===== src/rtl/flc_pkg.sv =====
/*
  Shared constants of the flash LED control register bank: register indices,
  field positions, write masks, reset values, the unlock key and the flash
  duration table.
  Assumes a 100 MHz system clock and a 3-bit register index from the
  serial protocol engine.
*/
`default_nettype none

package flc_pkg;

  localparam int          ADDR_W = 3;
  localparam int          DATA_W = 8;
  localparam int          NUM_REGS = 6;

  // Register indices as seen on the register port.
  localparam logic [2:0]  KEY_OFF    = 3'h0;
  localparam logic [2:0]  ENABLE_OFF = 3'h1;
  localparam logic [2:0]  TIMING_OFF = 3'h2;
  localparam logic [2:0]  LEVEL_OFF  = 3'h3;
  localparam logic [2:0]  PROT_OFF   = 3'h4;
  localparam logic [2:0]  LIGHT_OFF  = 3'h5;

  // Value that opens the bank for writes and reads.
  localparam logic [7:0]  UNLOCK_KEY = 8'h69;

  // Writable bits per register; undefined bits are not stored and read as zero.
  localparam logic [7:0]  REG_MASK [NUM_REGS] = '{8'hFF, 8'h03, 8'h7F, 8'h7F, 8'h7F, 8'h03};
  localparam logic [7:0]  REG_RESET [NUM_REGS] = '{8'h00, 8'h00, 8'h07, 8'h0C, 8'h02, 8'h00};

  // Field positions.
  localparam int          ENA_A_BIT   = 0;
  localparam int          ENA_B_BIT   = 1;
  localparam int          TIME_LSB    = 0;
  localparam int          TIME_W      = 4;
  localparam int          EDGE_BIT    = 4;
  localparam int          HEADROOM_BIT = 5;
  localparam int          RECOVER_BIT = 6;
  localparam int          FLEVEL_LSB  = 0;
  localparam int          TLEVEL_LSB  = 3;
  localparam int          LEVEL_W     = 3;
  localparam int          DIM_BIT     = 6;
  localparam int          LIMIT_LSB   = 0;
  localparam int          LIMIT_W     = 2;
  localparam int          THERM_LSB   = 2;
  localparam int          THERM_W     = 3;
  localparam int          SUPPLY_LSB  = 5;
  localparam int          SUPPLY_W    = 2;
  localparam int          TORCH_BIT   = 0;
  localparam int          FLASH_BIT   = 1;

  // Flash on-time in milliseconds per duration code.
  localparam int          MS_W = 10;
  localparam logic [9:0]  FLASH_MS [16] = '{10'h005, 10'h00A, 10'h014, 10'h01E, 10'h028,
                                            10'h032, 10'h046, 10'h05A, 10'h078, 10'h096,
                                            10'h0C8, 10'h0FA, 10'h12C, 10'h190, 10'h258,
                                            10'h320};

  // Clock period and the cycles in one millisecond derived from it.
  localparam int          CLK_PERIOD_NS = 10;
  localparam int          NS_PER_MS = 1000000;
  localparam int          CYCLES_PER_MS = NS_PER_MS / CLK_PERIOD_NS;
  localparam int          PRESCALE_W = 17;

  // Light control states.
  typedef enum logic [2:0] {
    ST_IDLE,
    ST_TORCH,
    ST_FLASH,
    ST_SPENT,
    ST_SHUTDOWN
  } flc_state_e;

endpackage : flc_pkg

`default_nettype wire


===== src/rtl/flc_regs.sv =====
/*
  Control register bank and light sequencer of a two-channel flash LED
  driver. Holds the unlock key, channel enables, flash timing, current
  levels and protection thresholds, and turns requests into drive levels.
  Assumes a serial protocol engine on the same clock presents single-cycle
  write and read strobes with a 3-bit index; analogue detector levels and
  pins arrive asynchronously.
*/
`default_nettype none

module flc_regs #(
  parameter int CYCLES_PER_MS = flc_pkg::CYCLES_PER_MS
) (
  input  wire logic                                 clk_sys,
  input  wire logic                                 rst_n,
  input  wire logic                                 reg_wr_en,
  input  wire logic                                 reg_rd_en,
  input  wire logic [flc_pkg::ADDR_W-1:0]           reg_addr,
  input  wire logic [flc_pkg::DATA_W-1:0]           reg_wdata,
  output logic      [flc_pkg::DATA_W-1:0]           reg_rdata,
  input  wire logic                                 strobe_pin,
  input  wire logic                                 torch_pin,
  input  wire logic                                 overheat_detect,
  input  wire logic                                 thermistor_low,
  input  wire logic                                 supply_low,
  output logic                                      channel_a_on,
  output logic                                      channel_b_on,
  output logic                                      flash_drive,
  output logic                                      torch_drive,
  output logic                                      core_powered,
  output logic                                      bank_unlocked,
  output logic                                      headroom_select,
  output logic      [flc_pkg::LEVEL_W-1:0]          flash_level_code,
  output logic      [flc_pkg::LEVEL_W-1:0]          torch_level_code,
  output logic                                      low_torch_scale,
  output logic      [flc_pkg::LIMIT_W-1:0]          coil_limit_code,
  output logic      [flc_pkg::THERM_W-1:0]          thermistor_threshold_code,
  output logic      [flc_pkg::SUPPLY_W-1:0]         supply_threshold_code
);

  logic [flc_pkg::DATA_W-1:0] ctl_reg [flc_pkg::NUM_REGS];
  logic                       unlocked;
  logic [4:0]                 pins_sync;
  logic                       strobe_s;
  logic                       torch_pin_s;
  logic                       overheat_s;
  logic                       therm_low_s;
  logic                       supply_low_s;
  logic                       flash_req;
  logic                       flash_req_reg;
  logic                       torch_req;
  logic                       flash_start;
  logic                       enabled;
  logic                       edge_mode;
  logic                       auto_recover;
  logic                       therm_trip;
  logic                       supply_trip;
  logic                       timer_expired;
  logic                       timer_run;
  flc_pkg::flc_state_e        state_reg;
  flc_pkg::flc_state_e        state_next;
  logic                       lit_next;
  logic                       flash_next;
  logic                       torch_next;
  logic                       powered_next;
  logic [flc_pkg::DATA_W-1:0] rdata_next;

  // Pins and analogue detector levels are asynchronous to the system clock.
  flc_sync #(
    .W (5)
  ) u_pin_sync (
    .clk_sys  (clk_sys),
    .rst_n    (rst_n),
    .async_in ({supply_low, thermistor_low, overheat_detect, torch_pin, strobe_pin}),
    .sync_out (pins_sync)
  );

  assign strobe_s     = pins_sync[0];
  assign torch_pin_s  = pins_sync[1];
  assign overheat_s   = pins_sync[2];
  assign therm_low_s  = pins_sync[3];
  assign supply_low_s = pins_sync[4];

  // The bank opens only while the key register holds the key.
  assign unlocked = (ctl_reg[flc_pkg::KEY_OFF] == flc_pkg::UNLOCK_KEY);

  // One register per index; the key register is always writable, the rest only when open.
  for (genvar g = 0; g < flc_pkg::NUM_REGS; g++) begin : g_reg
    logic wr_hit;
    assign wr_hit = reg_wr_en && (reg_addr == flc_pkg::ADDR_W'(g))
                    && (unlocked || (g == flc_pkg::KEY_OFF));
    always_ff @(posedge clk_sys) begin
      if (!rst_n) begin
        ctl_reg[g] <= flc_pkg::REG_RESET[g];
      end else if (wr_hit) begin
        ctl_reg[g] <= reg_wdata & flc_pkg::REG_MASK[g];
      end
    end
  end

  // Indices past the light register are unmapped and read as zero; writes there hit nothing.
  assign rdata_next = (reg_addr >= flc_pkg::ADDR_W'(flc_pkg::NUM_REGS)) ? '0 :
                      (unlocked || reg_addr == flc_pkg::KEY_OFF) ? ctl_reg[reg_addr] : '0;

  // Field decode.
  assign enabled      = ctl_reg[flc_pkg::ENABLE_OFF][flc_pkg::ENA_A_BIT]
                        || ctl_reg[flc_pkg::ENABLE_OFF][flc_pkg::ENA_B_BIT];
  assign edge_mode    = ctl_reg[flc_pkg::TIMING_OFF][flc_pkg::EDGE_BIT];
  assign auto_recover = ctl_reg[flc_pkg::TIMING_OFF][flc_pkg::RECOVER_BIT];
  assign therm_trip   = (ctl_reg[flc_pkg::PROT_OFF][flc_pkg::THERM_LSB +: flc_pkg::THERM_W]
                         != '0) && therm_low_s;
  assign supply_trip  = (ctl_reg[flc_pkg::PROT_OFF][flc_pkg::SUPPLY_LSB +: flc_pkg::SUPPLY_W]
                         != '0) && supply_low_s;

  // The strobe pin and the flash bit both request flash; torch pin or bit request torch.
  assign flash_req   = ctl_reg[flc_pkg::LIGHT_OFF][flc_pkg::FLASH_BIT] || strobe_s;
  assign torch_req   = ctl_reg[flc_pkg::LIGHT_OFF][flc_pkg::TORCH_BIT] || torch_pin_s;
  // Edge control starts only on a fresh request, so a held request cannot relight.
  assign flash_start = edge_mode ? (flash_req && !flash_req_reg) : flash_req;

  // The timer runs only inside a flash and restarts from zero on the next one.
  assign timer_run = (state_reg == flc_pkg::ST_FLASH);

  flc_flash_timer #(
    .CYCLES_PER_MS (CYCLES_PER_MS)
  ) u_timer (
    .clk_sys  (clk_sys),
    .rst_n    (rst_n),
    .run      (timer_run),
    .dur_code (ctl_reg[flc_pkg::TIMING_OFF][flc_pkg::TIME_LSB +: flc_pkg::TIME_W]),
    .expired  (timer_expired)
  );

  // Overheating beats everything while a channel is enabled; power-down beats any request.
  always_comb begin
    state_next = state_reg;
    if (overheat_s && enabled) begin
      state_next = flc_pkg::ST_SHUTDOWN;
    end else if (state_reg == flc_pkg::ST_SHUTDOWN) begin
      if (!enabled || auto_recover) begin
        state_next = flc_pkg::ST_IDLE;
      end
    end else if (!enabled || therm_trip) begin
      state_next = flc_pkg::ST_IDLE;
    end else begin
      unique case (state_reg)
        flc_pkg::ST_IDLE, flc_pkg::ST_TORCH: begin
          if (flash_start) begin
            state_next = flc_pkg::ST_FLASH;
          end else if (torch_req) begin
            state_next = flc_pkg::ST_TORCH;
          end else begin
            state_next = flc_pkg::ST_IDLE;
          end
        end
        flc_pkg::ST_FLASH: begin
          if (timer_expired) begin
            state_next = flc_pkg::ST_SPENT;
          end else if (!edge_mode && !flash_req) begin
            state_next = flc_pkg::ST_IDLE;
          end
        end
        flc_pkg::ST_SPENT: begin
          if (!flash_req) begin
            state_next = flc_pkg::ST_IDLE;
          end
        end
        default: begin
          state_next = flc_pkg::ST_IDLE;
        end
      endcase
    end
  end

  // A low supply turns a flash into torch current rather than cutting light.
  assign lit_next     = (state_next == flc_pkg::ST_FLASH) || (state_next == flc_pkg::ST_TORCH);
  assign flash_next   = (state_next == flc_pkg::ST_FLASH) && !supply_trip;
  assign torch_next   = (state_next == flc_pkg::ST_TORCH)
                        || ((state_next == flc_pkg::ST_FLASH) && supply_trip);
  assign powered_next = enabled && !therm_trip && (state_next != flc_pkg::ST_SHUTDOWN);

  // Sequencer state, drive outputs and read data.
  always_ff @(posedge clk_sys) begin
    if (!rst_n) begin
      state_reg     <= flc_pkg::ST_IDLE;
      flash_req_reg <= 1'b0;
      channel_a_on  <= 1'b0;
      channel_b_on  <= 1'b0;
      flash_drive   <= 1'b0;
      torch_drive   <= 1'b0;
      core_powered  <= 1'b0;
      reg_rdata     <= '0;
    end else begin
      state_reg     <= state_next;
      flash_req_reg <= flash_req;
      channel_a_on  <= lit_next && ctl_reg[flc_pkg::ENABLE_OFF][flc_pkg::ENA_A_BIT];
      channel_b_on  <= lit_next && ctl_reg[flc_pkg::ENABLE_OFF][flc_pkg::ENA_B_BIT];
      flash_drive   <= flash_next;
      torch_drive   <= torch_next;
      core_powered  <= powered_next;
      if (reg_rd_en) begin
        reg_rdata <= rdata_next;
      end
    end
  end

  // Analogue settings are registered copies so they change cleanly after a write.
  always_ff @(posedge clk_sys) begin
    if (!rst_n) begin
      bank_unlocked             <= 1'b0;
      headroom_select           <= 1'b0;
      flash_level_code          <=
        flc_pkg::REG_RESET[flc_pkg::LEVEL_OFF][flc_pkg::FLEVEL_LSB +: flc_pkg::LEVEL_W];
      torch_level_code          <=
        flc_pkg::REG_RESET[flc_pkg::LEVEL_OFF][flc_pkg::TLEVEL_LSB +: flc_pkg::LEVEL_W];
      low_torch_scale           <= 1'b0;
      coil_limit_code           <=
        flc_pkg::REG_RESET[flc_pkg::PROT_OFF][flc_pkg::LIMIT_LSB +: flc_pkg::LIMIT_W];
      thermistor_threshold_code <= '0;
      supply_threshold_code     <= '0;
    end else begin
      bank_unlocked             <= unlocked;
      headroom_select           <= ctl_reg[flc_pkg::TIMING_OFF][flc_pkg::HEADROOM_BIT];
      flash_level_code          <=
        ctl_reg[flc_pkg::LEVEL_OFF][flc_pkg::FLEVEL_LSB +: flc_pkg::LEVEL_W];
      torch_level_code          <=
        ctl_reg[flc_pkg::LEVEL_OFF][flc_pkg::TLEVEL_LSB +: flc_pkg::LEVEL_W];
      low_torch_scale           <= ctl_reg[flc_pkg::LEVEL_OFF][flc_pkg::DIM_BIT];
      coil_limit_code           <=
        ctl_reg[flc_pkg::PROT_OFF][flc_pkg::LIMIT_LSB +: flc_pkg::LIMIT_W];
      thermistor_threshold_code <=
        ctl_reg[flc_pkg::PROT_OFF][flc_pkg::THERM_LSB +: flc_pkg::THERM_W];
      supply_threshold_code     <=
        ctl_reg[flc_pkg::PROT_OFF][flc_pkg::SUPPLY_LSB +: flc_pkg::SUPPLY_W];
    end
  end

  locked_write_a : assert property (
    @(posedge clk_sys) disable iff (!rst_n)
    (!unlocked && reg_wr_en && reg_addr == flc_pkg::ENABLE_OFF)
    |=> $stable(ctl_reg[flc_pkg::ENABLE_OFF]))
    else $error("Enable register changed while the bank was locked.");

  key_unlock_a : assert property (
    @(posedge clk_sys) disable iff (!rst_n)
    (reg_wr_en && reg_addr == flc_pkg::KEY_OFF && reg_wdata == flc_pkg::UNLOCK_KEY)
    |=> unlocked ##1 bank_unlocked)
    else $error("Writing the key did not open the bank.");

  power_down_a : assert property (
    @(posedge clk_sys) disable iff (!rst_n)
    !enabled |=> (!channel_a_on && !channel_b_on && !core_powered))
    else $error("Light or power present with both enables clear.");

  edge_hold_a : assert property (
    @(posedge clk_sys) disable iff (!rst_n)
    (state_reg == flc_pkg::ST_FLASH && edge_mode && !timer_expired && enabled
     && !overheat_s && !therm_trip) |=> state_reg == flc_pkg::ST_FLASH)
    else $error("Edge-controlled flash ended before the timer.");

  shutdown_hold_a : assert property (
    @(posedge clk_sys) disable iff (!rst_n)
    (state_reg == flc_pkg::ST_SHUTDOWN && !auto_recover && enabled)
    |=> state_reg == flc_pkg::ST_SHUTDOWN)
    else $error("Shutdown left without clearing the enables.");

  thermistor_off_a : assert property (
    @(posedge clk_sys) disable iff (!rst_n)
    therm_trip |=> (!core_powered && !flash_drive && !torch_drive))
    else $error("Thermistor trip did not power down.");

  supply_torch_a : assert property (
    @(posedge clk_sys) disable iff (!rst_n)
    (state_next == flc_pkg::ST_FLASH && supply_trip) |=> (torch_drive && !flash_drive))
    else $error("Low supply did not turn flash into torch.");

  expiry_dark_a : assert property (
    @(posedge clk_sys) disable iff (!rst_n)
    (state_reg == flc_pkg::ST_FLASH && timer_expired)
    |=> (!flash_drive && !torch_drive) [*2])
    else $error("Light stayed on after the flash timer expired.");

  timer_rearm_a : assert property (
    @(posedge clk_sys) disable iff (!rst_n)
    $fell(timer_run) |=> !timer_expired)
    else $error("Flash timer kept its expiry after the flash ended.");

  reset_default_a : assert property (
    @(posedge clk_sys)
    !rst_n |=> (!unlocked
                && ctl_reg[flc_pkg::ENABLE_OFF] == flc_pkg::REG_RESET[flc_pkg::ENABLE_OFF]
                && ctl_reg[flc_pkg::TIMING_OFF] == flc_pkg::REG_RESET[flc_pkg::TIMING_OFF]
                && ctl_reg[flc_pkg::LEVEL_OFF] == flc_pkg::REG_RESET[flc_pkg::LEVEL_OFF]
                && ctl_reg[flc_pkg::PROT_OFF] == flc_pkg::REG_RESET[flc_pkg::PROT_OFF]
                && ctl_reg[flc_pkg::LIGHT_OFF] == flc_pkg::REG_RESET[flc_pkg::LIGHT_OFF]))
    else $error("Registers not at defaults after reset.");

endmodule : flc_regs

`default_nettype wire


===== src/rtl/flc_sync.sv =====
/*
  Two-flop synchroniser for a group of independent level inputs.
  Assumes each bit is a slow level; multi-bit coherence is not kept.
*/
`default_nettype none

module flc_sync #(
  parameter int W = 1
) (
  input  wire logic         clk_sys,
  input  wire logic         rst_n,
  input  wire logic [W-1:0] async_in,
  output logic      [W-1:0] sync_out
);

  logic [W-1:0] meta_reg;

  // The first stage feeds only the second stage.
  always_ff @(posedge clk_sys) begin
    if (!rst_n) begin
      meta_reg <= '0;
      sync_out <= '0;
    end else begin
      meta_reg <= async_in;
      sync_out <= meta_reg;
    end
  end

endmodule : flc_sync

`default_nettype wire


===== src/rtl/flc_flash_timer.sv =====
/*
  Flash on-time timer. Counts whole milliseconds while run is high and
  raises expired once the coded duration has elapsed.
  Assumes run drops for at least one cycle between flashes; dropping it
  re-arms the timer.
*/
`default_nettype none

module flc_flash_timer #(
  parameter int CYCLES_PER_MS = flc_pkg::CYCLES_PER_MS
) (
  input  wire logic                        clk_sys,
  input  wire logic                        rst_n,
  input  wire logic                        run,
  input  wire logic [flc_pkg::TIME_W-1:0]  dur_code,
  output logic                             expired
);

  logic [flc_pkg::PRESCALE_W-1:0] tick_reg;
  logic [flc_pkg::MS_W-1:0]       ms_reg;
  logic                           ms_tick;
  logic                           at_limit;

  assign ms_tick  = (tick_reg == flc_pkg::PRESCALE_W'(CYCLES_PER_MS - 1));
  assign at_limit = (ms_reg >= flc_pkg::FLASH_MS[dur_code]);

  // Both counters clear whenever run is low, so each flash gets a full duration.
  always_ff @(posedge clk_sys) begin
    if (!rst_n || !run) begin
      tick_reg <= '0;
      ms_reg   <= '0;
      expired  <= 1'b0;
    end else begin
      tick_reg <= ms_tick ? '0 : tick_reg + 1'b1;
      if (ms_tick && !at_limit) begin
        ms_reg <= ms_reg + 1'b1;
      end
      expired <= at_limit;
    end
  end

endmodule : flc_flash_timer

`default_nettype wire


===== config.mk =====
export PLATFORM = sky130hd
export DESIGN_NAME = flc_regs
export DESIGN_NICKNAME = d
export VERILOG_FILES = /design/src/rtl/flc_pkg.sv /design/src/rtl/flc_regs.sv /design/src/rtl/flc_sync.sv /design/src/rtl/flc_flash_timer.sv
export SDC_FILE = /design/constraint.sdc
export NUM_CORES = 1
export LEC_CHECK = 0
export ABC_AREA = 1
export BUFFER_PORTS_ARGS = -buffer_cell sky130_fd_sc_hd__buf_4
export CAP_MARGIN = 40
export CORE_MARGIN = 2
export CORE_UTILIZATION = 60
export DETAILED_ROUTE_END_ITERATION = 8
export GPL_ROUTABILITY_DRIVEN = 0
export GPL_TIMING_DRIVEN = 1
export PLACE_DENSITY = 0.89
export SYNTH_ARGS = -nofsm -noshare
export SYNTH_HDL_FRONTEND = slang
export SYNTH_SLANG_ARGS = --single-unit

===== constraint.sdc =====
create_clock -name clk_sys -period 3.29 [get_ports clk_sys]
set_input_delay 0.4935 -clock clk_sys [delete_from_list [all_inputs] [get_ports clk_sys]]
set_output_delay 0.4935 -clock clk_sys [all_outputs]
set_load 0.1 [all_outputs]

== After elaboration in Yosys (flattened, before gate mapping) ==
Memories as Yosys holds them, arrays and structs flattened. A register that Yosys moved wholly into a read port is not among the register bits.
Index checks and enable logic that the tools add are counted.

* Register bits after elaboration: 64
* RAM bits: 48
* Bits in read-only memories: 160
* Output and inout bits: 29
* Word-level logic and storage cells: 134
* Memories kept: 2

{| class="wikitable"
|+ Memory list
! name !! depth !! width !! read ports !! clocked after memory_dff !! wr ports !! RTL line !! text
|-
| (name not given) || 16 || 10 || 1 || 0 || 0 || flc_flash_timer.sv:25 || <nowiki>assign at_limit = (ms_reg >= flc_pkg::FLASH_MS[dur_code]);</nowiki>
|-
| ctl_reg || 6 || 8 || 7 || 1 || 6 || flc_regs.sv:41 || <nowiki>logic [flc_pkg::DATA_W-1:0] ctl_reg [flc_pkg::NUM_REGS];</nowiki>
|}

* Add/sub/neg operators: 2
* $lt $le $gt $ge: 3
* Eq/ne operators: 14
* Multiplexer cells: 40
* Bitwise logic cells: 7
* Reduce and logical (&&, ||, !) cells: 48

{| class="wikitable"
|+ Operators with widths
! operator !! count
|-
| $mux W8 || 8
|-
| $logic_and A1 B1 Y1 || 23
|-
| $mux W1 || 21
|-
| $mux W3 || 7
|-
| $mux W10 || 2
|-
| $add A17 B1 Y17 const B || 1
|-
| $eq A17 B17 Y1 const B || 1
|-
| $eq A3 B2 Y1 const B || 5
|-
| $add A10 B1 Y10 const B || 1
|-
| $ge A10 B10 Y1 || 1
|-
| $logic_not A1 Y1 || 10
|-
| $eq A3 B1 Y1 const B || 3
|-
| $eq A3 B3 Y1 const B || 3
|-
| $logic_or A1 B1 Y1 || 9
|-
| $pmux W3 S3 || 1
|-
| $eq A8 B7 Y1 const B || 1
|-
| $logic_not A3 Y1 || 2
|-
| $or A1 B1 Y1 || 6
|-
| $ge A5 B5 Y1 const B || 1
|-
| $not A4 Y5 || 1
|-
| $reduce_or A2 Y1 || 2
|-
| $ge A3 B3 Y1 const B || 1
|-
| $ne A3 B3 Y1 const B || 1
|-
| $reduce_bool A3 Y1 || 1
|-
| 2 further kinds || 2
|}

== Longest topological paths before layout ==
Gate-level depths: netlist (run 1).
An unclocked memory read counts as a cell.

* Depth after elaboration: 13
* Depth in mapped cells: 18
* Gate-level depth less buffers: 18

== Hierarchy ==
From an unflattened synthesis (run 1), not the netlist that was laid out.

* Cell total of the unflattened synthesis: 644
* Area, all modules: 5,072.4 µm²

{| class="wikitable"
|+ Modules (own cells, without submodules)
! module !! instances !! cells an instance !! area an instance (µm²)
|-
| flc_regs || 1 || 329 || 2,835.2
|-
| flc_flash_timer || 1 || 284 || 1,950.6
|-
| flc_sync || 1 || 31 || 286.5
|}

== Worst setup path after synthesis (run 1) ==
Ideal clock, no wire load.

* Path type: reg-to-reg
* From: mem ctl_reg[2][1] in the netlist's numbering
* To: reg u_timer.ms_reg[4] in the netlist's numbering
* Arrival time: 2,168 ps
* Slack: 1,050 ps
* Stages on the path, launching flop included: 17
* Buffers on the path: 1
* Clock period less this slack: 2,240 ps
* Cell sequence: edfxtp_1 inv_1 ha_1 nand2_1 o21ai_0 o21ai_0 ha_1 nand2_1 inv_1 nand2_1 nand2_1 nand2_1 nand2_1 nor2_1 buf_6 nand3_1 a21oi_1

{| class="wikitable"
|+ RTL lines
! element !! RTL line !! text
|-
| start: declaration || flc_regs.sv:41 ||
|-
| end signal: assignment || flc_flash_timer.sv:36 || <nowiki>ms_reg <= ms_reg + 1'b1;</nowiki>
|-
| end: declaration || flc_flash_timer.sv:20 || <nowiki>logic [flc_pkg::MS_W-1:0] ms_reg;</nowiki>
|}

==> metrics.md, run 1 <==
| Metric | Value |
|---|---|
| Status | completed |
| WP data arrival | approximately 3300 ps |
| Drt total wl | 11100 µm |
| Number of H-tree levels | 3 |
| I/O pins | between 40 and 50 |
| Post-DP HPWL | between 8000 and 9000 µm |
| # diodes | 0 |
| Worst-Margin Slew | around 650 ps |
| Largest net degree at the start of global routing | 39 |
| Busiest grt layer | met2 |
| Vias | about 4300 |
| Post-synthesis sequential area ratio | 0.486 |
| CTS tree | built |
| DRT antenna net count | 0 |
| Drt drc | 0 |
| Initial antenna violation count | 0 |
| M3 GR Usage | 0.0599 |
| Area growth syn-to-layout | 12.3% |
| Fmax | about 0.33 GHz |
| RSZ-0062 raised after global routing | no |
| Total CTS buffers | 9 |
| Clock sink count | 104 |
| Final setup margin | 298 ps |
| Vias per cell | 5.58 |
| Seq cells post-synth | around 100 |
| First-pass GRT wire length | 17800 µm |
| Wirelength per Cell | 14.4 µm |
| Synth Instances | around 610 |
| Drt first pass iters | 8 |
| Clk_skew | between 10 and 15 ps |
| Max-cap violations | 0 |
| Netlist Area Pre-Place | slightly below 0.005 mm² |
| Mean Syn Cell Area | 8.12 µm² |
| Clk slew on worst S/H paths | around 100 ps |
| Hold_ws | 302 ps |
| Met2 Use GR | 0.417 |
| Yosys warnings | 0 |
| Placement row count | 33 |
| Clock root cell | clkbuf_8 |
| Placed Cells | ~750 |
| Port bufs | 48 |
| Power Density | 426 mW/mm² |
| CP endpoint kind | flip-flop |
| Setup TNS | 0 ps |
| Largest register FFs | 33 |
| Syn Nets | 650 |
| Max Slew Vio Count | 0 |
| Post-Place Setup Slack | about 240 ps |
| 1st-iter DRT viols | between 300 and 400 |
| Worst Path Required | 3550 ps |
| Final min period | roughly 3000 ps |
| Layout cell share with drive strength beyond 1 | 0.166 |
| WHS Path Cells | 3 |
| Max IR drop VDD | 0.000316 V |
| Nets | 697 |
| Chip Width | around 95 µm |
| Max Buffers Root-to-Sink | 2 |
| Gr usage total | 0.255 |
| Final period util | 0.909 |
| Startpoint types | flip-flop |
| Insertion delay to the later sink of the worst-skew pair | ~370 ps |
| Total die area | between 0.009 and 0.01 mm² |
| Finished Layout Cells | 769 |
| Pleak | roughly 2.4 nW |
| Critical path class | reg2reg |
| Worst min-delay path class | in2reg |
| CP Max Fanout | 11 |
| Util after Layout | 0.686 |
| GR Layer Usage met1 | 0.327 |
| Vias in the first global route | 3987 |
| Die Ht | 95 µm |
| Worst r2r path cells | 16 |
| Endpoints failing setup | 0 |
| Slew headroom | 0.565 |
| GR Overflow Total | 0 |
| Core area | slightly above 0.008 mm² |
| Yosys cell types | 40 |
| Initial core utilization | 0.611 |
| Final hold violations | 0 |
## Yosys cell counts
cell / n / area [µm²]
nor2_2: 6 / 37.5
a32oi_1: 1 / 8.76
o21ai_1: 4 / 20.0
nor3_1: 17 / 85.1
nor3_4: 1 / 16.3
nor4_1: 4 / 25.0
xnor2_1: 3 / 26.3
nor2_1: 67 / 251
ha_1: 18 / 225
o21ai_4: 1 / 16.3
o211ai_1: 4 / 30.0
clkbuf_1: 5 / 18.8
dfxtp_1: 71 / 1420
nand4_1: 8 / 50.1
nand2_1: 128 / 480
edfxtp_1: 33 / 991
nor3_2: 2 / 20.0
inv_1: 85 / 319
nand2_2: 7 / 43.8
buf_4: 1 / 7.51
clkinv_1: 3 / 11.3
a21oi_2: 9 / 78.8
buf_6: 3 / 33.8
nand3_1: 33 / 165
buf_2: 1 / 5.00
xor2_1: 4 / 35.0
a21oi_1: 27 / 135
a31oi_1: 3 / 18.8
buf_1: 3 / 11.3
or2_2: 5 / 31.3
nor3b_1: 4 / 30.0
nor2_8: 1 / 20.0
nand2_4: 1 / 11.3
buf_8: 1 / 15.0
o21ai_0: 27 / 135
nor4_4: 1 / 21.3
a21o_1: 1 / 7.51
inv_2: 8 / 30.0
o22ai_1: 9 / 56.3
nor2_4: 2 / 22.5
## stage by stage
| stage | total power, W | area, µm² |
|---|---|---|
| 6_report | 0.00238 | 5580 |
| 5_1_grt | 0.00245 | 5580 |
| 4_1_cts | 0.00238 | 5580 |
| 3_5_place_dp | 0.00161 | 5380 |
| 3_3_place_gp | 0.00160 | 5380 |
| 2_1_floorplan | 0.00154 | 4970 |
## path summary, 6_finish.rpt
| kind | start | endpoint | slack, ps |
|---|---|---|---|
| worst max-delay path | ctl_reg[2][1] | u_timer.ms_reg[8] | 300 |
| worst max register to register | ctl_reg[2][1] | u_timer.ms_reg[8] | 300 |
| worst min register to register | u_pin_sync.meta_reg[4] | u_pin_sync.sync_out[4] | 420 |
| worst min-delay path | thermistor_low | u_pin_sync.meta_reg[3] | 300 |
## power by group
group          total (W)  switching, W  internal (W)
clock           0.000793      0.000459      0.000334
sequential       0.00137     0.0000201       0.00135
combinational   0.000212      0.000155     0.0000570
total            0.00238      0.000634       0.00174
## final cells by class
cell class                 count  area, µm²
fill                         618       2550
sequential                   104       2410
multi-input combinational    398       2110
timing repair buffer          50        375
inverter                      96        360
clock buffer                  11        153
tap                          105        131
clock inverter                 5       41.3
## layer usage
| layer | wire length [µm] | part of all wire | vias to the layer above |
|---|---|---|---|
| met5 | 0 | 0 | - |
| li1 | - | - | 2066 |
| met2 | 5220 | 0.47 | 223 |
| met4 | 318 | 0.029 | 0 |
| met3 | 960 | 0.086 | 45 |
| met1 | 4610 | 0.41 | 1959 |
## cell families (layout without fill, tap and decap cells)
logic type	after synthesis	in the layout	share of synthesized area
AND/OR/NAND/NOR	287	287	0.264
buffers and inverters	110	162	0.0909
flip-flops	104	104	0.486
AO/OA/AOI/OAI	86	86	0.102
adder cells (fa/ha/maj)	18	18	0.0453
XOR/XNOR	7	7	0.0123
## critical path, stage by stage, from the launching register on
cell and delay [ps]:
edfxtp_1 530, inv_1 240, ha_1 290, nand2_1 110
o21ai_0 90, o21ai_0 180, ha_1 260, nand2_1 60
inv_1 50, nand2_1 70, nand2_1 50, nand2_1 60
nand2_1 80, nor2_2 390, nand2_2 240, nand2_1 130
a21oi_1 60
## cell usage in the layout, fill, tap and decap left out, types with 2 or more instances in the layout
cell type,synthesis,routed
clkbuf_8,0,9
inv_1,85,85
xor2_1,4,4
nand4_1,8,8
a21oi_1,27,27
nor3b_1,4,4
dfxtp_1,71,71
nand3_1,33,33
edfxtp_1,33,33
buf_4,1,50
xnor2_1,3,3
nor3_1,17,17
nand2_2,7,7
a31oi_1,3,3
nor2_1,67,66
o211ai_1,4,4
clkinv_1,3,3
nor2_2,6,7
nor3_2,2,2
o21ai_0,27,27
o22ai_1,9,9
inv_6,0,2
nor2_4,2,2
inv_2,8,8
inv_4,0,2
ha_1,18,18
nor4_1,4,4
a21oi_2,9,9
nand2_1,128,128
or2_2,5,5
o21ai_1,4,4
## timing repair
action | 4_1_cts | 5_1_grt
setup endpoints to repair | 0 | 10
hold buffers | 0 | 0
buffers inserted | 0 | 0
gates resized for setup | 0 | 1
No activity file was read; power rests on OpenSTA's default activity.
==> run 2, diff against run 1 <==
--- a/config.mk
+++ b/config.mk
@@ -9,11 +9,11 @@
 export BUFFER_PORTS_ARGS = -buffer_cell sky130_fd_sc_hd__buf_4
 export CAP_MARGIN = 40
 export CORE_MARGIN = 2
-export CORE_UTILIZATION = 60
+export CORE_UTILIZATION = 45
 export DETAILED_ROUTE_END_ITERATION = 8
 export GPL_ROUTABILITY_DRIVEN = 0
 export GPL_TIMING_DRIVEN = 1
-export PLACE_DENSITY = 0.89
+export PLACE_DENSITY = 0.71
 export SYNTH_ARGS = -nofsm -noshare
 export SYNTH_HDL_FRONTEND = slang
 export SYNTH_SLANG_ARGS = --single-unit
==> run 2 against run 1 <==
Sequential share of layout area fell by 0.36 points. First-iteration DRC count fell by 43%. Sequential cell count did not move. Clock power fell by 2%. Clock-buffer cell count rose by 1. Wire length fell by 4.2%. Critical path type unchanged. Largest cell class unchanged. Largest power group unchanged. Highest routed layer unchanged.
==> metrics.md, run 2 (same netlist as run 1, synthesis figures left out) <==
| Metric | Value |
|---|---|
| Clk_skew | 11.3 ps (-1.28 ps) |
| CP Launch Point | ctl_reg[2][1] |
| Area growth syn-to-layout | 13.2% |
| Post-DP HPWL | 7990 µm (-0.66%) |
| DRT antenna net count | 0 (unchanged) |
| Final period util | 0.881 (-0.0284) |
| RSZ-0062 raised after global routing | no |
| Vias in the first global route | 3847 (-3.5%) |
| Clock root cell | clkbuf_8 |
| Endpoints failing setup | 0 (unchanged) |
| Wirelength per Cell | 13.2 µm (-8.4%) |
| Worst Path Required | 3540 ps (about the same) |
| Critical path class | reg2reg |
| Max Buffers Root-to-Sink | 2 (unchanged) |
| Gate power share | 0.089 (about the same) |
| Drt drc | 0 (unchanged) |
| Power Density | 420 mW/mm² (-1.4%) |
| Layout cell share with drive strength beyond 1 | 0.165 (-0.000249) |
| I/O pins | 49 (unchanged) |
| Placed cell areas | 0.00544 mm² (+0.95%) |
| Slew headroom | 0.557 (-0.00772) |
| Post-CTS Repair Setup Buffers | 0 (unchanged) |
| Largest register FFs | 33 (unchanged) |
| Switching Fraction | 0.251 (-0.0159) |
| CP endpoint kind | flip-flop |
| # diodes | 0 (unchanged) |
| Gr usage total | 0.189 (-0.0661) |
| Pleak | 2.45 nW (about the same) |
| Vias per cell | 5.05 (-9.6%) |
| Clk slew on worst S/H paths | 100 ps (about the same) |
| Status | completed |
| Setup TNS | 0 ps (unchanged) |
| Max Slew Vio Count | 0 (unchanged) |
| NetSw | 0.000593 W (-6.5%) |
| Startpoint types | flip-flop |
| Port bufs | 48 (unchanged) |
| Placement row count | 38 (+15%) |
| Core area | 0.0108 mm² (+33%) |
| Max IR drop VDD | 0.000227 V (-28%) |
| WP data arrival | 3150 ps (-100 ps) |
| Number of H-tree levels | 3 (unchanged) |
| Min-delay src | overheat_detect |
| Final min period | 2900 ps (-93.4 ps) |
| Sequential Area | 0.00241 mm² (unchanged) |
| First-pass GRT wire length | 17700 µm (-0.96%) |
| Insertion delay to the later sink of the worst-skew pair | 370 ps (about the same) |
| Fmax | 0.345 GHz (+3.2%) |
| Register share of total power | 0.580 (+0.003) |
| CP Max Fanout | 11 (unchanged) |
| Most frequent cells in the layout | nand2_1, inv_1, dfxtp_1, nor2_1, buf_4 |
| Largest net degree at the start of global routing | 38 (-2.6%) |
| Max-cap violations | 0 (unchanged) |
| Power Internal | 0.00177 W (+1.5%) |
| Util after Layout | 0.521 (-0.165) |
| Nets | 698 (+0.14%) |
| Die Ht | 109 µm (+15%) |
| Fill count | 1001 (+62%) |
| RR Startpoint | ctl_reg[2][1] |
| Clock share of power | 0.330 (-0.004) |
| Final hold violations | 0 (unchanged) |
| Drt total wl | 10600 µm (-4.2%) |
| Chip Width | 109 µm (+15%) |
| Initial antenna violation count | 0 (unchanged) |
| Worst-Margin Slew | 664 ps (+11.6 ps) |
| Design area | 0.00563 mm² (+0.83%) |
| 1st-iter DRT viols | 200 (-43%) |
| Drt first pass iters | 5 (-3) |
| Initial core utilization | 0.460 (-0.150) |
| Worst min-delay path class | in2reg |
| Total CTS buffers | 9 (unchanged) |
| Leading cell type in the layout, fill and taps excluded | nand2_1 |
| Multi-input logic area | 0.00211 mm² (unchanged) |
| CTS tree | built |
| Tot Pwr | 0.00236 W (-0.62%) |
| Clock sink count | 104 (unchanged) |
| Vias | 4064 (-5.3%) |
| CTS Hold Bufs | 0 (unchanged) |
| Total die area | 0.0119 mm² (+32%) |
| GR Overflow Total | 0 (unchanged) |
## run 2: area by class of cell
type | count | share of cell area
tap | 140 | 0.0311
sequential | 104 | 0.429
multi-input combinational | 398 | 0.374
clock inverter | 4 | 0.00934
inverter | 96 | 0.0640
timing repair buffer | 51 | 0.0680
clock buffer | 12 | 0.0242
## run 2: power groups by stage
stage	logic, W	registers, W	clock network, W
detailed placement	0.000211	0.00140	0
global route	0.000229	0.00137	0.000855
finish	0.000211	0.00137	0.000780
global placement	0.000207	0.00140	0
floorplan	0.0000944	0.00145	0
CTS	0.000212	0.00137	0.000800
## run 2: what timing repair did
action / 4_1_cts / 5_1_grt
endpoints found under the setup margin: 0 / 10
endpoints found under the hold margin: 0 / 0
gates resized for setup: 0 / 1
## run 2: worst paths after layout
check | to | slack, ps | depth (start not counted)
hold reg to reg | u_pin_sync.sync_out[4] | 430 | 2
setup / recovery | u_timer.ms_reg[3] | 390 | 16
hold / removal | u_pin_sync.meta_reg[2] | 300 | 3
setup reg to reg | u_timer.ms_reg[3] | 390 | 16
## run 2: per-stage QoR
stage | cells | worst slack, ps | hold slack [ps]
CTS | 805 | 146 | 288
global placement | 789 | 430 | 398
detailed placement | 789 | 156 | 406
global route | 805 | 140 | 298
floorplan | 612 | 1050 | 390
finish | 805 | 392 | 302
## run 2: worst max-delay path, cell delays in order (launching register included)
cell,delay [ps]
edfxtp_1,520
inv_1,200
ha_1,280
nand2_1,100
o21ai_0,100
o21ai_0,210
ha_1,260
nand2_1,60
inv_1,40
nand2_1,50
nand2_1,40
nand2_1,50
nand2_1,70
nor2_2,370
nand2_2,250
nand2_1,120
a21oi_1,70
## run 2: per-layer routing
layer / vias up / part of all wire / GRT usage
li1: 2076 / - / -
met1: 1857 / 0.47 / 0.254
met2: 113 / 0.46 / 0.300
met3: 18 / 0.047 / 0.0269
met4: 0 / 0.022 / 0.0897
met5: - / 0 / 0
==> run 3, diff against run 2 <==
--- a/config.mk
+++ b/config.mk
@@ -16,4 +16,5 @@
 export PLACE_DENSITY = 0.71
 export SYNTH_ARGS = -nofsm -noshare
 export SYNTH_HDL_FRONTEND = slang
+export SYNTH_HIERARCHICAL = 1
 export SYNTH_SLANG_ARGS = --single-unit
==> run 3 against run 2 <==
First-iteration DRC count grew 42%. Clock-buffer cell count shrank 2. Die area grew 2.0%. Largest power group unchanged. Critical endpoint is now u_timer/ms_reg[6]. Sequential cell count is the same. Global-route usage grew 0.30 points. Critical path type unchanged. Clock skew shrank 1.2 ps. Worst setup slack gained 470 ps.
==> metrics.md, run 3 <==
| Metric | Value |
|---|---|
| Simple-Gate Fraction of Synth Area | 0.326 (+0.0624) |
| WP data arrival | 2720 ps (-430 ps) |
| CTS tree | built |
| CP endpoint kind | flip-flop |
| Max IR drop VDD | 0.000293 V (+29%) |
| Synth top area share | 0.280 (-0.00586) |
| Number of H-tree levels | 3 (unchanged) |
| Critical path class | reg2reg |
| Vias in the first global route | 3932 (+2.2%) |
| Crit-path cells | inv_1 > ha_1 > nand2_1 > a32oi_1 > ha_1 > nand2_1 > nand2_1 > nand2_1 > nand2_1 > nand2_1 > inv_1 > nor2_4 > nand2_2 > nand2_1 > nand2_1 > nor2_1 |
| WHS Path Cells | 3 (unchanged) |
| RSZ-0062 raised after global routing | no |
| CP most frequent cell | nand2_1 |
| Largest net degree at the start of global routing | 38 (unchanged) |
| Syn Nets | 681 (+4.8%) |
| Worst path max stage delay | 460 ps (-60 ps) |
| Core area | 0.0109 mm² (+1.3%) |
| Drt drc | 0 (unchanged) |
| Final setup margin | 860 ps (+468 ps) |
| Sequential Area | 0.00241 mm² (unchanged) |
| Initial core utilization | 0.464 (+0.00349) |
| GR Overflow Total | 0 (unchanged) |
| Power Density | 464 mW/mm² (+10%) |
| Worst Path Required | 3580 ps (+40 ps) |
| Chip Width | 110 µm (+1.0%) |
| Tot Pwr | 0.00272 W (+15%) |
| Total CTS buffers | 9 (unchanged) |
| Largest cells by area after synthesis | dfxtp_1, edfxtp_1, nand2_1 |
| Final min period | 2430 ps (-468 ps) |
| Worst r2r path cells | 16 (unchanged) |
| Initial antenna violation count | 0 (unchanged) |
| Max Slew Vio Count | 0 (unchanged) |
| Yosys cell types | 40 (unchanged) |
| # diodes | 0 (unchanged) |
| Post-synthesis mux area share | 0 (unchanged) |
| Worst-Margin Slew | 634 ps (-30.0 ps) |
| RR Startpoint | ctl_reg[2][1] |
| Total die area | 0.0121 mm² (+2.0%) |
| Final period util | 0.739 (-0.142) |
| Reg2reg setup slack | 860 ps (+470 ps) |
| Synth Flop Type | dfxtp_1 |
| Clock sink count | 104 (unchanged) |
| Startpoint types | flip-flop |
| CP max stage cell | edfxtp_1 |
| Post-CTS Repair Setup Buffers | 0 (unchanged) |
| First-pass GRT wire length | 18100 µm (+2.4%) |
| Wirelength per Cell | 13.0 µm (-1.7%) |
| Pleak | 2.64 nW (+8.0%) |
| Gr usage total | 0.192 (+0.00300) |
| Max Buffers Root-to-Sink | 2 (unchanged) |
| Largest family of logic cells by synthesized area | simple AND/OR/NAND/NOR gates |
| Synth Instances | 644 (+5.2%) |
| Vias per cell | 5.10 (+1.1%) |
| Setup TNS | 0 ps (unchanged) |
| WHS Endpoint | u_pin_sync/meta_reg[0] |
| Leading cell type in the layout, fill and taps excluded | nand2_1 |
| Area growth syn-to-layout | 15.6% |
| Post-synthesis compound-gate area fraction | 0.0553 (-0.0467) |
| Insertion delay to the later sink of the worst-skew pair | 360 ps (about the same) |
| Post-synth top cells | nand2_1, nor2_1, inv_1 |
| Mean Syn Cell Area | 7.88 µm² (-3.0%) |
| Clk slew on worst S/H paths | 80 ps (-20 ps) |
| Dominant cell type by area after synthesis | dfxtp_1 |
| Largest register FFs | 33 (unchanged) |
| Clock root cell | clkbuf_16 |
| Drt first pass iters | 5 (unchanged) |
| Die Ht | 110 µm (+1.0%) |
| Resized Gates After CTS | 0 (unchanged) |
| Post-Place Setup Slack | 863 ps (+708 ps) |
| DRT antenna net count | 0 (unchanged) |
| Nets | 729 (+4.4%) |
| Endpoints failing setup | 0 (unchanged) |
| Port bufs | 48 (unchanged) |
| Worst min-delay path class | in2reg |
| 1st-iter DRT viols | 283 (+42%) |
| Finished Layout Cells | 837 (+4.0%) |
| Clk_skew | 10.1 ps (-1.22 ps) |
| Placed Cells | 821 (+4.1%) |
| Vias | 4271 (+5.1%) |
| Adder-cell share of the synthesized area | 0.0419 (-0.00339) |
| Status | completed |
| Worst r2r dst | u_timer/ms_reg[6] |
| Post-DP HPWL | 8230 µm (+3.0%) |
| Yosys warnings | 6 (+6) |
| Fmax | 0.412 GHz (+19%) |
| Most common cell in the netlist | nand2_1 |
| Min-delay src | strobe_pin |
| CP Max Fanout | 9 (-2) |
| Multi-input logic area | 0.00224 mm² (+6.1%) |
| Synth Area in XOR/XNOR | 0.0173 (+0.00493) |
| Post-synthesis sequential area ratio | 0.476 (-0.00994) |
| Most frequent cells in the layout | nand2_1, nor2_1, inv_1, dfxtp_1, buf_4 |
| I/O pins | 49 (unchanged) |
| Slew headroom | 0.577 (+0.0200) |
| Seq cells post-synth | 104 (unchanged) |
| Final hold violations | 0 (unchanged) |
| Netlist Area Pre-Place | 0.00507 mm² (+2.1%) |
| Layout cell share with drive strength beyond 1 | 0.155 (-0.0105) |
| Placement row count | 38 (unchanged) |
| CTS Hold Bufs | 0 (unchanged) |
| Fill count | 1075 (+7.4%) |
| Post-synth EDFFs | 33 (unchanged) |
| Drt total wl | 10900 µm (+2.2%) |
| Max-cap violations | 0 (unchanged) |
| Ys async rst share | 0 (unchanged) |
-- run 3: cell families (layout without fill, tap and decap cells) --
logic type | after synthesis | after routing
AND/OR/NAND/NOR | 358 | 358
buffers and inverters | 105 | 158
XOR/XNOR | 10 | 10
flip-flops | 104 | 104
AO/OA/AOI/OAI | 50 | 50
adder cells (fa/ha/maj) | 17 | 17
-- run 3: worst max-delay path, delay by kind of cell (launching register included) --
kind	cells	cell delay, ps
AND/OR/NAND/NOR	11	890
adder cells (fa/ha/maj)	2	600
flip-flops	1	460
AO/OA/AOI/OAI	1	230
buffers and inverters	2	200
-- run 3: final cells by class --
cell class	instances	share of cell area
clock buffer	10	0.0391
clock inverter	6	0.0149
inverter	93	0.0604
multi-input combinational	435	0.381
sequential	104	0.412
tap	140	0.0299
timing repair buffer	49	0.0628
-- run 3: report_power, final --
group / internal (W) / total [W] / leakage (nW) / switching [W]
combinational: 0.0000581 / 0.000219 / 1.58 / 0.000161
sequential: 0.00135 / 0.00137 / 0.908 / 0.0000186
clock: 0.000613 / 0.00113 / 0.151 / 0.000516
total: 0.00202 / 0.00272 / 2.64 / 0.000695
-- run 3: worst max path at each step --
| stage | startpoint | to | depth (start not counted) |
|---|---|---|---|
| global route | ctl_reg[2][1] | u_timer/ms_reg[6] | 17 |
| global placement | ctl_reg[2][1] | u_timer/ms_reg[6] | 16 |
| floorplan | ctl_reg[2][1] | u_timer/ms_reg[2] | 16 |
| CTS | ctl_reg[2][1] | u_timer/ms_reg[2] | 16 |
| finish | ctl_reg[2][1] | u_timer/ms_reg[6] | 16 |
| detailed placement | ctl_reg[2][1] | u_timer/ms_reg[6] | 16 |
-- run 3: through the flow --
stage	hold slack [ps]	util	cell area (µm²)
after floorplan	386	-	5070
after global placement	397	0.507	5550
after detailed placement	397	0.507	5550
after CTS	315	0.536	5860
after global routing	329	0.536	5860
final	319	0.536	5860
-- run 3: metal layers --
| layer | GRT usage | part of all wire | wire [µm] |
|---|---|---|---|
| met1 | 0.245 | 0.45 | 4860 |
| met5 | 0 | 0 | 0 |
| met4 | 0.0732 | 0.026 | 279 |
| met3 | 0.0429 | 0.049 | 535 |
| met2 | 0.318 | 0.48 | 5210 |
